File: config.mk
export PLATFORM = sky130hd
export DESIGN_NAME = spgp_top
export DESIGN_NICKNAME = d
export VERILOG_FILES = /design/src/spgp_pkg.sv /design/src/spgp_pin_mux.sv /design/src/spgp_top.sv
export SDC_FILE = /design/constraint.sdc
export NUM_CORES = 1
export LEC_CHECK = 0
export BUFFER_PORTS_ARGS = -buffer_cell sky130_fd_sc_hd__buf_4
export CELL_PAD_IN_SITES_DETAIL_PLACEMENT = 2
export CELL_PAD_IN_SITES_GLOBAL_PLACEMENT = 2
export CORE_MARGIN = 4
export CORE_UTILIZATION = 28
export CTS_CLUSTER_DIAMETER = 200
export DETAILED_ROUTE_END_ITERATION = 10
export GPL_TIMING_DRIVEN = 0
export PLACE_DENSITY_LB_ADDON = 0.3
export SYNTH_ARGS = -nofsm -noshare
export SYNTH_HDL_FRONTEND = slang
export SYNTH_SLANG_ARGS = --single-unit
File: constraint.sdc
create_clock -name pclk -period 2.1 [get_ports pclk]
set_clock_uncertainty 0.2 [all_clocks]
set_input_delay 0.42 -clock pclk [delete_from_list [all_inputs] [get_ports pclk]]
set_output_delay 0.42 -clock pclk [all_outputs]
set_load 0.005 [all_outputs]
File: src/spgp_pkg.sv
// Package of register map constants for the shared pin port
package spgp_pkg;
	localparam int          SPGP_NPINS          = 8;     // Pins in full variant
	localparam logic [11:0] SPGP_FUNC_EN_INDEX  = 12'h00C; // Function enable
	localparam logic [11:0] SPGP_DIR_INDEX      = 12'h00D; // Direction
	localparam logic [11:0] SPGP_DATA_INDEX     = 12'h00E; // Level data
	localparam logic [7:0]  SPGP_FUNC_EN_RESET  = 8'h00;
	localparam logic [7:0]  SPGP_DIR_RESET      = 8'h00;   // All outputs
	localparam logic [7:0]  SPGP_DATA_RESET     = 8'h00;   // All low
	localparam logic [7:0]  SPGP_NARROW_MASK    = 8'h0F;   // Four-pin bits
	localparam logic [1:0]  SPGP_WORD_LSB       = 2'h0;    // Word alignment
	localparam logic        SPGP_DIR_OUT        = 1'b0;    // Output code
	localparam logic        SPGP_DIR_IN         = 1'b1;    // Input code
endpackage

File: src/spgp_pin_mux.sv
// Per-pin drive and readback mux for the shared pins
`timescale 1ns/1ps
`default_nettype none
module spgp_pin_mux
	import spgp_pkg::*;
(
	input  wire logic [7:0] func_en,   // Digital function per pin
	input  wire logic [7:0] dir,       // 1 input, 0 output
	input  wire logic [7:0] level_reg, // Stored level bits
	input  wire logic [7:0] pin_in_q,  // Sampled pin levels
	output logic      [7:0] drive_en,  // Pin output enables
	output logic      [7:0] drive_val, // Pin output levels
	output logic      [7:0] readback   // Value seen by software
);
	// Drive only digital pins set as outputs; analog pins stay released
	always_comb begin
		for (int i = 0; i < SPGP_NPINS; i++) begin
			drive_en[i]  = func_en[i] && (dir[i] == SPGP_DIR_OUT);
			drive_val[i] = level_reg[i];
			// Output reads register, input reads pin
			readback[i]  = (dir[i] == SPGP_DIR_IN) ? pin_in_q[i]
			                                       : level_reg[i];
		end
	end
endmodule
`default_nettype wire

File: src/spgp_top.sv
// Top of the shared pin digital port with APB register slave
//
// Decided for this implementation: the APB register port.
`timescale 1ns/1ps
`default_nettype none
// Function
// - Direction bit zero output, one input
// - Level data at 0x0E, resets zero
// - Output pin reads back stored register
// - Input pin write stores only, no drive
// - Data zero low, one high, low default
// - Bits 0,1 references, 2-7 analog inputs
// - Four-pin variant: bits 7:4 read zero
// - Function enable at 0x0C gates digital use
// - Direction register at 0x0D, resets zero
module spgp_top
	import spgp_pkg::*;
#(
	parameter bit FOUR_PIN = 1'b0 // Narrow variant select
)(
	input  wire logic        pclk,
	input  wire logic        presetn,
	input  wire logic        psel,
	input  wire logic        penable,
	input  wire logic        pwrite,
	input  wire logic [31:0] paddr,
	input  wire logic [31:0] pwdata,
	output logic      [31:0] prdata,
	output logic             pready,
	output logic             pslverr,
	input  wire logic [7:0]  pin_in,  // Pin levels, bit 0 positive ref
	output logic      [7:0]  pin_out, // Driven levels
	output logic      [7:0]  pin_oe   // High while driving
);
	// Whole module state in one struct
	typedef struct packed {
		logic [7:0]  func_en;   // Function enable bits
		logic [7:0]  dir;       // Direction bits
		logic [7:0]  level;     // Level data bits
		logic [7:0]  pin_s;     // Sampled pins
		logic [31:0] rdata;     // Read data
		logic        ready;     // Access answer
		logic        err;       // Unmapped answer
		logic [7:0]  oe;        // Registered enables
		logic [7:0]  outv;      // Registered levels
	} spgp_state_s;

	spgp_state_s st_q;          // Current state
	spgp_state_s st_d;          // Next state
	logic [7:0]  drive_en;      // From pin mux
	logic [7:0]  drive_val;     // From pin mux
	logic [7:0]  readback;      // From pin mux
	logic [7:0]  impl_mask;     // Implemented bits

	// Mask out the reserved upper half in the narrow variant
	assign impl_mask = FOUR_PIN ? SPGP_NARROW_MASK : 8'hFF;

	// Decode a byte address into a register index match
	function automatic logic hit(input logic [31:0] a,
	                             input logic [11:0] idx);
		hit = (a[31:2] == {18'h00000, idx}) && (a[1:0] == SPGP_WORD_LSB);
	endfunction

	spgp_pin_mux u_mux (
		.func_en   (st_q.func_en),
		.dir       (st_q.dir),
		.level_reg (st_q.level),
		.pin_in_q  (st_q.pin_s),
		.drive_en  (drive_en),
		.drive_val (drive_val),
		.readback  (readback)
	);

	// Next state: APB slave, one wait state so ready comes from a flop
	always_comb begin
		logic acc;
		logic mapped;
		acc    = 1'b0;
		mapped = 1'b0;
		st_d       = st_q;
		st_d.pin_s = pin_in & impl_mask;
		st_d.oe    = drive_en & impl_mask;
		st_d.outv  = drive_val & impl_mask;
		st_d.ready = 1'b0;
		st_d.err   = 1'b0;
		acc    = psel && penable && !st_q.ready;
		mapped = hit(paddr, SPGP_FUNC_EN_INDEX) ||
		         hit(paddr, SPGP_DIR_INDEX) ||
		         hit(paddr, SPGP_DATA_INDEX);
		if (acc) begin
			st_d.ready = 1'b1;
			st_d.err   = !mapped;
			st_d.rdata = 32'h00000000;
			if (pwrite) begin
				// Writes always store; drive follows function enable and direction
				if (hit(paddr, SPGP_FUNC_EN_INDEX))
					st_d.func_en = pwdata[7:0] & impl_mask;
				if (hit(paddr, SPGP_DIR_INDEX))
					st_d.dir = pwdata[7:0] & impl_mask;
				if (hit(paddr, SPGP_DATA_INDEX))
					st_d.level = pwdata[7:0] & impl_mask;
			end else begin
				// Reads: unmapped gives zero with error
				if (hit(paddr, SPGP_FUNC_EN_INDEX))
					st_d.rdata = {24'h000000, st_q.func_en};
				if (hit(paddr, SPGP_DIR_INDEX))
					st_d.rdata = {24'h000000, st_q.dir};
				if (hit(paddr, SPGP_DATA_INDEX))
					st_d.rdata = {24'h000000, readback & impl_mask};
			end
		end
	end

	// State register with constant reset values
	always_ff @(posedge pclk or negedge presetn) begin
		if (!presetn) begin
			st_q         <= '0;
			st_q.func_en <= SPGP_FUNC_EN_RESET;
			st_q.dir     <= SPGP_DIR_RESET;
			st_q.level   <= SPGP_DATA_RESET;
		end else begin
			st_q <= st_d;
		end
	end

	assign prdata  = st_q.rdata;
	assign pready  = st_q.ready;
	assign pslverr = st_q.err;
	assign pin_out = st_q.outv;
	assign pin_oe  = st_q.oe;
endmodule
`default_nettype wire

==> metrics.md, run 1 <==
| Metric | Value |
|---|---|
| Vias in the first global route | roughly 2.4k |
| Combinational fraction of design power | 9.1% |
| Multiplexer share of the synthesized area | approximately 13% |
| Yosys reg bits | between 50 and 60 |
| Die footprint | 11,200 um^2 |
| Tot GR Track Use | between 10 and 15% |
| Number of nets with antenna violations after routing | 0 |
| Least-Margin Pin Slew | around 760 ps |
| EDFF count, synth | 0 |
| Final Cell Area | approximately 3900 um^2 |
| Row count | 35 |
| Tcrit/Tclk final | ~94% |
| Slew margin rel. | about 49% |
| Commonest cells after routing, fill and taps aside | buf_4, dfrtp_1, mux2_2, conb_1, clkbuf_8 |
| Largest net degree at the start of global routing | slightly below 60 |
| Initial antenna violation count | 0 |
| Grt met3 use | under 10% |
| GR peak layer | met2 |
| H-tree levels | 3 |
| Sequential share of power | 51.2% |
| # DRC | 0 |
| Status | finished clean |
| Clk_lat worst skew | around 330 ps |
| Worst EP required | roughly 2100 ps |
| CTS tree | yes |
| Routed vias/inst | roughly 4.2 |
| Crit Path Max Fanout | 4 |
| Pleak | a little over 2 nW |
| Async SR Flop Fraction | 100% |
| Sw frac | approximately 22% |
| DIE HEIGHT | roughly 110 um |
| Die X | about 110 um |
| Adder and majority gate portion of the synthesized area | 0% |
| Clock-pin slew on the worst setup and hold paths | roughly 70 ps |
| Synthesized area per cell | 12.3 um^2 |
| Via count | around 2.0k |
| Drt pass-1 iters | 2 |
| RSZ-0062 raised after global routing | false |
| R2R Setup Slk | 120 ps |
| Critical path class | reg2reg |
| Post-Route WL | 7670 um |
| Synth Area in Compound Gates | between 6 and 7% |
| Int Power | 1.72 mW |
| F_max | approximately 500 MHz |
| Final hold vios | 0 |
| Finish-stage setup viols | 0 |
| Slew Limit Fails | 0 |
| Max-cap viol count | 0 |
| Crit path time final | about 2000 ps |
| Area grow syn2layout | 44.4% |
| Clock buffer count from CTS | 9 |
| Critical Path Source Type | flop |
| Final net count | 427 |
| Post-synthesis sequential area ratio | 54.1% |
| First-pass GRT wire length | between 10,000 and 15,000 um |
| Share of post-route cells with drive strength above 1 | 53.7% |
| Root buffer cell | clkbuf_8 |
| Sink Count | 58 |
| Met1 usage | roughly 16% |
| Io pins | about 130 |
| Synth Warn # | 0 |
| Setup crit end kind | flop |
| Clk pwr share | between 30% and 40% |
| Synth Area in XOR/XNOR | 0% |
| PD cells | ~570 nW/um^2 |
| Commonest non-fill, non-tap cell in the layout | buf_4 |
| CTS Buffer Depth | 2 |
| VDD IR-drop max | 0.234 mV |
| Global route overflow | 0 |
| Initial drt markers | between 40 and 50 |
| Starting density of the core | 28.9% |
| Setup TNS | 0 ps |
| Yosys cell types | 26 |
| GPL Wtd Cong | about 0.72 |
| Utilization after layout | between 40% and 50% |
| Largest family of logic cells by synthesized area | buffers and inverters |
| Hold crit path type | in2reg |
| Cell count after synthesis | around 220 |
| Met2 GRT Util | 25.8% |
| Mapped cell area | 2680 um^2 |
| NetSw | a little under 500 uW |
| Critical path arrival | between 1500 and 2000 ps |
| IO Port Bufs | slightly below 80 |
| Synth Area in Simple Gates | 10.4% |
| Antenna diodes | 0 |
| Final HPWL DP | 5310 um |
| WL/cell | about 16 um |
| Top_reg_cell synth | dfrtp_1 |
| Placed Area | 3520 um^2 |
| Core area | 9280 um^2 |
[Yosys cell counts (2+ instances only)]
library cell	n	area share, %
dfrtp_1	58	54
buf_4	48	13
mux2_2	32	13
nor2_1	10	1.4
nand2_1	9	1.3
nor2b_1	8	1.9
o21ai_0	8	1.5
o2bb2ai_1	8	2.6
o41ai_1	8	2.6
nor4_1	7	1.6
buf_2	3	0.56
nand3_1	2	0.37
nand3b_1	2	0.56
nand4_1	2	0.47
nor3_2	2	0.75
[repair_timing]
item                       CTS  global route
resized for setup            2             3
hold buffers                 9             0
buffers inserted             8             3
hold endpoints to repair    66             0
setup endpoints to repair   24            21
pin swaps                    5             1
[worst paths after layout]
kind	start	endpoint	cells after the start
max in group asynchronous	presetn	st_q[80]	2
worst max register to register	pready	st_q[61]	6
min in group asynchronous	presetn	pslverr	2
worst min register to register	st_q[62]	pin_out[4]	0
worst max-delay path	pready	st_q[61]	6
worst min-delay path	pwdata[6]	st_q[64]	2
[metal layers]
layer | share of wire, % | vias up
met1 | 41 | 1020
met2 | 54 | 49
met5 | 0 | -
li1 | - | 959
met3 | 4.1 | 11
met4 | 1.7 | 0
[cell type report]
cell class,count,area (um^2)
Buffer,54,404
Tap cell,129,161
Fill cell,988,5410
Sequential cell,58,1450
Inverter,1,3.75
Multi-Input combinational cell,128,923
Clock buffer,13,159
Timing Repair Buffer,98,771
[kinds of logic after synthesis]
logic type             Yosys count
buffers and inverters           55
flip-flops                      58
AND/OR/NAND/NOR                 48
multiplexers                    32
AO/OA/AOI/OAI                   24
other                            1
[power by group through the flow]
stage	Sequential, mW	Combinational, mW	Clock (mW)
6_report	1.13	0.202	0.878
3_3_place_gp	1.15	0.181	0
3_5_place_dp	1.15	0.186	0
4_1_cts	1.13	0.200	0.903
2_1_floorplan	1.15	0.0672	0
5_1_grt	1.13	0.224	0.967
[state kept, by name (all words and copies together), names as in the netlist]
signal and flops:
prdata 8, pin_oe 8, pready 1, pin_out 8
st_q 32, pslverr 1
[through the flow]
step	total power, mW	worst slack, ps	hold WS [ps]	instances
finish	2.21	116	142	481
global route	2.32	8.21	125	481
CTS	2.23	6.20	130	478
detailed placement	1.34	-694	185	448
global placement	1.33	-728	179	448
floorplan	1.22	2.85	-75.6	241
[critical path, cell delays in order (launching register included)]
cell,delay [ps]
dfrtp_1,370
nand3b_1,190
inv_1,140
nand4_1,180
nor3_4,260
buf_4,190
mux2_2,330
No activity file was read; power rests on OpenSTA's default activity.
==> run 2, diff against run 1 <==
==> constraint.sdc (replaced) <==
create_clock -name pclk -period 2.1 [get_ports pclk]
set_clock_uncertainty 0.2 [all_clocks]
set_input_delay 0.525 -clock pclk [delete_from_list [all_inputs] [get_ports pclk]]
set_output_delay 0.525 -clock pclk [all_outputs]
set_load 0.005 [all_outputs]
==> metrics.md, run 2 (synthesis results as in run 1) <==
| Metric | Value |
|---|---|
| Dpl cells | 448 (unchanged) |
| Vias in the first global route | 2,210 (was 2,380) |
| RR Endpoint | prdata[4] (was st_q[61]) |
| Critical path class | in2reg (was reg2reg) |
| F_max | 494 MHz (was 504 MHz) |
| Setup TNS | 0 ps (unchanged) |
| Sequential cell area | 1450 um^2 (unchanged) |
| Final HPWL DP | 5340 um (was 5310 um) |
| Critical Path Source Type | primary input (was flop) |
| Critical R2R Launch | pready (unchanged) |
| Crit Path Max Fanout | 4 (unchanged) |
| Via count | 1,993 (was 2,039) |
| Worst EP required | 2110 ps (about the same) |
| # DRC | 0 (unchanged) |
| Largest register FFs | 32 (unchanged) |
| Area of the multi-input gates | 1030 um^2 (was 923 um^2) |
| Crit path time final | 2020 ps (was 1980 ps) |
| IO Port Bufs | 78 (unchanged) |
| Hold_buf cts | 0 (was 9) |
| Initial drt markers | 31 (was 46) |
| Global route overflow | 0 (unchanged) |
| Slew Limit Fails | 0 (unchanged) |
| Starting density of the core | 28.9% (unchanged) |
| Hold crit path type | in2async (was in2reg) |
| Commonest cells after routing, fill and taps aside | buf_4, dfrtp_1, mux2_2, conb_1, clkbuf_8 (unchanged) |
| Final net count | 418 (was 427) |
| Routed vias/inst | 4.21 (was 4.24) |
| Drt pass-1 iters | 4 (was 2) |
| Non-Filler Instances | 473 (was 481) |
| H-tree levels | 3 (unchanged) |
| Finish-stage setup viols | 0 (unchanged) |
| CTS tree | yes (unchanged) |
| Tot GR Track Use | 14.0% (was 14.2%) |
| VDD IR-drop max | 0.249 mV (was 0.234 mV) |
| Initial antenna violation count | 0 (unchanged) |
| Slew margin rel. | 50.7% (was 49.5%) |
| Die X | 106 um (unchanged) |
| Post-Route WL | 7630 um (was 7670 um) |
| Setup crit end kind | flop (unchanged) |
| Share of post-route cells with drive strength above 1 | 58.4% (was 53.7%) |
| PD cells | 597 nW/um^2 (was 571 nW/um^2) |
| Root buffer cell | clkbuf_8 (unchanged) |
| Max-cap viol count | 0 (unchanged) |
| GPL Wtd Cong | 0.726 (was 0.723) |
| Number of nets with antenna violations after routing | 0 (unchanged) |
| First-pass GRT wire length | 12,000 um (was 12,400 um) |
| Layout fillers | 1,003 (was 988) |
| Tcrit/Tclk final | 96.3% (was 94.5%) |
| Slowest CP cell | mux2_2 (was dfrtp_1) |
| R2R Setup Slk | 140 ps (was 120 ps) |
| Crit path top cell by count | buf_4 |
| Clk_lat worst skew | 340 ps (was 330 ps) |
| R2R cell count | 5 (was 6) |
| Least-Margin Pin Slew | 739 ps (was 758 ps) |
| Reg with most FFs | st_q (unchanged) |
| Row count | 35 (unchanged) |
| CP cell instances | buf_4 > nor4_4 > nand4_1 > buf_4 > nor3_4 > buf_4 > mux2_2 (was nand3b_1 > inv_1 > nand4_1 > nor3_4 > buf_4 > mux2_2) |
| Clock buffer count from CTS | 9 (unchanged) |
| CP peak stage delay | 340 ps (was 370 ps) |
| Io pins | 127 (unchanged) |
| Commonest non-fill, non-tap cell in the layout | buf_4 (unchanged) |
| DIE HEIGHT | 106 um (unchanged) |
| Antenna diodes | 0 (unchanged) |
| WL/cell | 16.1 um (was 15.9 um) |
| Clock-pin slew on the worst setup and hold paths | 60 ps (was 70 ps) |
| Sink Count | 58 (unchanged) |
| Core area | 9280 um^2 (unchanged) |
| Status | finished clean (unchanged) |
| Area grow syn2layout | 47.0% (was 44.4%) |
| CTS Buffer Depth | 2 (unchanged) |
| Die footprint | 11,200 um^2 (unchanged) |
| Critical path arrival | 2040 ps (was 1990 ps) |
| Largest net degree at the start of global routing | 59 (unchanged) |
| Pleak | 2.06 nW (about the same) |
| Final hold vios | 0 (unchanged) |
## run 2: changes by cell type in the layout (fill, tap and decap cells not counted), moves of 3 or more
cell           delta
dlygate4sd3_1     -9
o21ai_0           -3
nor4_4            +6
o21ai_1           +3
nor4_1            -7
buf_4             -3
buf_6             +3
## run 2: per-layer routing
| metal | GRT usage (%) | vias to the layer above | wire, um |
|---|---|---|---|
| met5 | 0 | - | 0 |
| met4 | 3.33 | 0 | 53 |
| met2 | 25.2 | 44 | 4130 |
| met1 | 16.3 | 998 | 3130 |
| met3 | 4.35 | 6 | 315 |
| li1 | - | 945 | - |
## run 2: worst max path at each step
stage | slack (ps) | start | depth (start not counted) | end
floorplan | -60 | paddr[8] | 4 | st_q[58]
CTS | 20 | pready | 5 | prdata[3]
global placement | -760 | paddr[8] | 5 | st_q[63]
detailed placement | -800 | paddr[15] | 5 | st_q[61]
finish | 80 | paddr[15] | 7 | st_q[65]
global route | -40 | paddr[8] | 6 | prdata[7]
## run 2: critical path, delay by kind of cell
family / cells / cell delay (ps)
simple gates: 3 / 620
buf+inv: 3 / 540
mux: 1 / 340
## run 2: stage by stage
step	area, um^2	setup slack [ps]	power (mW)	hold WS [ps]	util, %
2_1_floorplan	2860	-57.8	1.22	29.4	-
3_3_place_gp	3610	-755	1.35	180	38.9
3_5_place_dp	3610	-800	1.35	190	38.9
4_1_cts	3870	22.2	2.39	71.6	41.7
5_1_grt	3940	-36.4	2.47	72.0	42.5
6_report	3940	76.8	2.36	54.9	42.5
## run 2: area by class of cell
class | instances | share of cell area (%)
repair buffers | 89 | 17.8
flip-flops and latches | 58 | 36.8
clock buffers | 11 | 3.84
inverters | 1 | 0.0952
well taps | 129 | 4.09
plain buffers | 54 | 10.2
multi-input cells | 128 | 26.2
clock inverters | 3 | 1.02
## run 2: power breakdown
group	internal, mW	switching, mW	leakage [nW]
combinational	0.109	0.0977	1.17
sequential	1.13	0.00292	0.790
clock	0.595	0.424	0.101
## run 2: what timing repair did
item / 4_1_cts / 5_1_grt
buffers inserted: 7 / 4
setup endpoints to repair: 24 / 25
pin swaps: 4 / 3
resized for setup: 3 / 11
==> run 3, diff against run 2 <==
--- a/config.mk
+++ b/config.mk
@@ -9,11 +9,12 @@
 export CELL_PAD_IN_SITES_DETAIL_PLACEMENT = 2
 export CELL_PAD_IN_SITES_GLOBAL_PLACEMENT = 2
 export CORE_MARGIN = 4
-export CORE_UTILIZATION = 28
+export CORE_UTILIZATION = 30
 export CTS_CLUSTER_DIAMETER = 200
 export DETAILED_ROUTE_END_ITERATION = 10
 export GPL_TIMING_DRIVEN = 0
 export PLACE_DENSITY_LB_ADDON = 0.3
 export SYNTH_ARGS = -nofsm -noshare
 export SYNTH_HDL_FRONTEND = slang
+export SYNTH_HIERARCHICAL = 1
 export SYNTH_SLANG_ARGS = --single-unit
==> constraint.sdc (replaced) <==
create_clock -name pclk -period 2.1 [get_ports pclk]
set_clock_uncertainty 0.2 [all_clocks]
set_input_delay 0.525 -clock pclk [delete_from_list [all_inputs] [get_ports pclk]]
set_output_delay 0.525 -clock pclk [all_outputs]
set_load 0.02 [all_outputs]
==> metrics.md, run 3 <==
| Metric | Value |
|---|---|
| Commonest cells after routing, fill and taps aside | buf_4, dfrtp_1, mux2_4, conb_1, nor2_1 (was buf_4, dfrtp_1, mux2_2, conb_1, clkbuf_8) |
| Largest register FFs | 32 (unchanged) |
| Routed vias/inst | 4.15 (was 4.21) |
| Critical Path Source Type | primary input (unchanged) |
| Hold crit path type | in2async (unchanged) |
| Global route overflow | 0 (unchanged) |
| Die X | 107 um (was 106 um) |
| Cell count after synthesis | 223 (was 218) |
| Share of the synthesized area in the top cell type | 49.2% (was 54.1%) |
| Post-Route WL | 7660 um (was 7630 um) |
| CTS Buffer Depth | 2 (unchanged) |
| Setup crit end kind | flop (unchanged) |
| Core area | 9420 um^2 (was 9280 um^2) |
| Initial antenna violation count | 0 (unchanged) |
| Top_reg_cell synth | dfrtp_1 (unchanged) |
| Sink Count | 58 (unchanged) |
| Slew Limit Fails | 0 (unchanged) |
| Final worst slack | 65.7 ps (was 76.8 ps) |
| Slew margin rel. | 44.4% (was 50.7%) |
| RSZ-0062 raised after global routing | true |
| Clock buffer count from CTS | 9 (unchanged) |
| Mapped cell area | 2950 um^2 (was 2680 um^2) |
| Synth top area cells | dfrtp_1, buf_4, mux2_4 (was dfrtp_1, buf_4, mux2_2) |
| Share of post-route cells with drive strength above 1 | 62.0% (was 58.4%) |
| Crit path time final | 2030 ps (was 2020 ps) |
| Io pins | 127 (unchanged) |
| Largest net degree at the start of global routing | 59 (unchanged) |
| Reg with most FFs | st_q (unchanged) |
| Via count | 1,990 (was 1,993) |
| GPL Wtd Cong | 0.674 (was 0.726) |
| Clk_lat worst skew | 340 ps (about the same) |
| First-pass GRT wire length | 11,600 um (was 12,000 um) |
| H-tree levels | 3 (unchanged) |
| Pleak | 2.18 nW (was 2.06 nW) |
| Tcrit/Tclk final | 96.9% (was 96.3%) |
| Drt pass-1 iters | 4 (unchanged) |
| Least-Margin Pin Slew | 835 ps (was 739 ps) |
| Worst EP required | 2130 ps (was 2110 ps) |
| Die footprint | 11,500 um^2 (was 11,200 um^2) |
| Row count | 35 (unchanged) |
| Max-cap viol count | 0 (unchanged) |
| Antenna diodes | 0 (unchanged) |
| Critical path class | in2reg (unchanged) |
| Number of nets with antenna violations after routing | 0 (unchanged) |
| Hold WS | 28.3 ps (was 54.9 ps) |
| Status | finished clean (unchanged) |
| Yosys cell types | 23 (was 26) |
| # DRC | 0 (unchanged) |
| DP Worst Slack | -893 ps (was -800 ps) |
| Commonest non-fill, non-tap cell in the layout | buf_4 (unchanged) |
| Vias in the first global route | 2,143 (was 2,210) |
| Tot GR Track Use | 13.7% (was 14.0%) |
| Placed Area | 3820 um^2 (was 3610 um^2) |
| Critical R2R Launch | pready (unchanged) |
| Cell taking the most area after synthesis | dfrtp_1 (unchanged) |
| F_max | 492 MHz (was 494 MHz) |
| Crit Path Max Fanout | 5 (was 4) |
| Most numerous cell in the Yosys netlist | dfrtp_1 (unchanged) |
| Synth top cells by count | dfrtp_1, buf_4, mux2_2, mux2_4, nor2_1 (was dfrtp_1, buf_4, mux2_2) |
| Synthesized area per cell | 13.2 um^2 (was 12.3 um^2) |
| EDFF count, synth | 0 (unchanged) |
| Critical path arrival | 2060 ps (was 2040 ps) |
| Async SR Flop Fraction | 100% (unchanged) |
| Final Cell Area | 4130 um^2 (was 3940 um^2) |
| VDD IR-drop max | 0.377 mV (was 0.249 mV) |
| Final HPWL DP | 5560 um (was 5340 um) |
| Yosys reg bits | 58 (unchanged) |
| WL/cell | 16.0 um (was 16.1 um) |
| PD cells | 581 nW/um^2 (was 597 nW/um^2) |
| Finish-stage setup viols | 0 (unchanged) |
| Post-synthesis sequential area ratio | 49.2% (was 54.1%) |
| Clock-pin slew on the worst setup and hold paths | 80 ps (was 60 ps) |
| CTS tree | yes (unchanged) |
| Starting density of the core | 31.3% (was 28.9%) |
| Final hold vios | 0 (unchanged) |
| Final net count | 423 (was 418) |
| DIE HEIGHT | 107 um (was 106 um) |
| Synth Warn # | 6 (was 0) |
| Initial drt markers | 36 (was 31) |
| Area grow syn2layout | 39.8% (was 47.0%) |
| Worst Setup SP | paddr[17] (was paddr[15]) |
| Root buffer cell | clkbuf_8 (unchanged) |
| IO Port Bufs | 78 (unchanged) |
## run 3: changes by cell type after synthesis, moves of 8 or more
cell,change
o21ai_0,-8
mux2i_1,+8
o2bb2ai_1,-8
o41ai_1,-8
and2b_2,+8
o31ai_1,+8
mux2_4,+16
buf_4,+8
a21oi_1,+8
mux2_2,-16
## run 3: logic make-up after synthesis
kind of cell,after synthesis,share of synthesized area (%)
flip-flops,58,49.2
AND/OR/NAND/NOR,44,15.0
other,1,0.127
buffers and inverters,63,15.1
AO/OA/AOI/OAI,17,3.65
multiplexers,40,17.0
## run 3: repair_timing
action	in CTS	in global routing
pin swaps	3	1
endpoints found under the setup margin	32	17
hold buffers	0	0
gates resized for setup	1	2
buffers inserted	8	4
## run 3: critical path, cell delays in order
cell and delay (ps):
buf_4 120, nor4_4 330, nand4_4 210, nor4_4 350, buf_4 220, mux2_4 310
## run 3: worst paths after layout
kind	endpoint	slack [ps]	depth (start not counted)
min reg2reg	prdata[0]	280	2
max reg2reg	st_q[71]	90	6
max in group asynchronous	st_q[69]	1160	1
min in group pclk	st_q[50]	80	1
max	st_q[60]	70	6
min	pin_out[5]	30	1
## run 3: report_power, final
part,leakage [nW],internal [mW],switching [mW],total [mW]
Sequential,0.790,1.13,0.00326,1.13
Combinational,1.30,0.113,0.133,0.246
Clock,0.0941,0.569,0.451,1.02
Total,2.18,1.81,0.588,2.40
## run 3: through the flow
| step | instances | power (mW) | setup TNS [ps] | utilization, % |
|---|---|---|---|---|
| after floorplan | 246 | 1.26 | -4340 | - |
| after global placement | 453 | 1.39 | -20790 | 40.6 |
| after detailed placement | 453 | 1.40 | -21050 | 40.6 |
| after CTS | 475 | 2.44 | 0 | 43.3 |
| after global routing | 479 | 2.50 | -124 | 43.8 |
| final | 479 | 2.40 | 0 | 43.8 |
## run 3: layout make-up
cell class	count	area, um^2
Tap cell	129	161
Timing Repair Buffer	90	688
Clock buffer	10	138
Clock inverter	5	55.1
Fill cell	984	5290
Inverter	2	7.51
Sequential cell	58	1450
Multi-Input combinational cell	125	1190
Buffer	60	437
## run 3: routing by layer
metal  vias to the layer above  GRT usage [%]  part of all wire, %
met4                         0           5.11                  1.2
met5                         -              0                    0
li1                        926              -                    -
met3                        10           3.73                  4.3
met2                        55           24.7                   57
met1                       999           15.3                   37
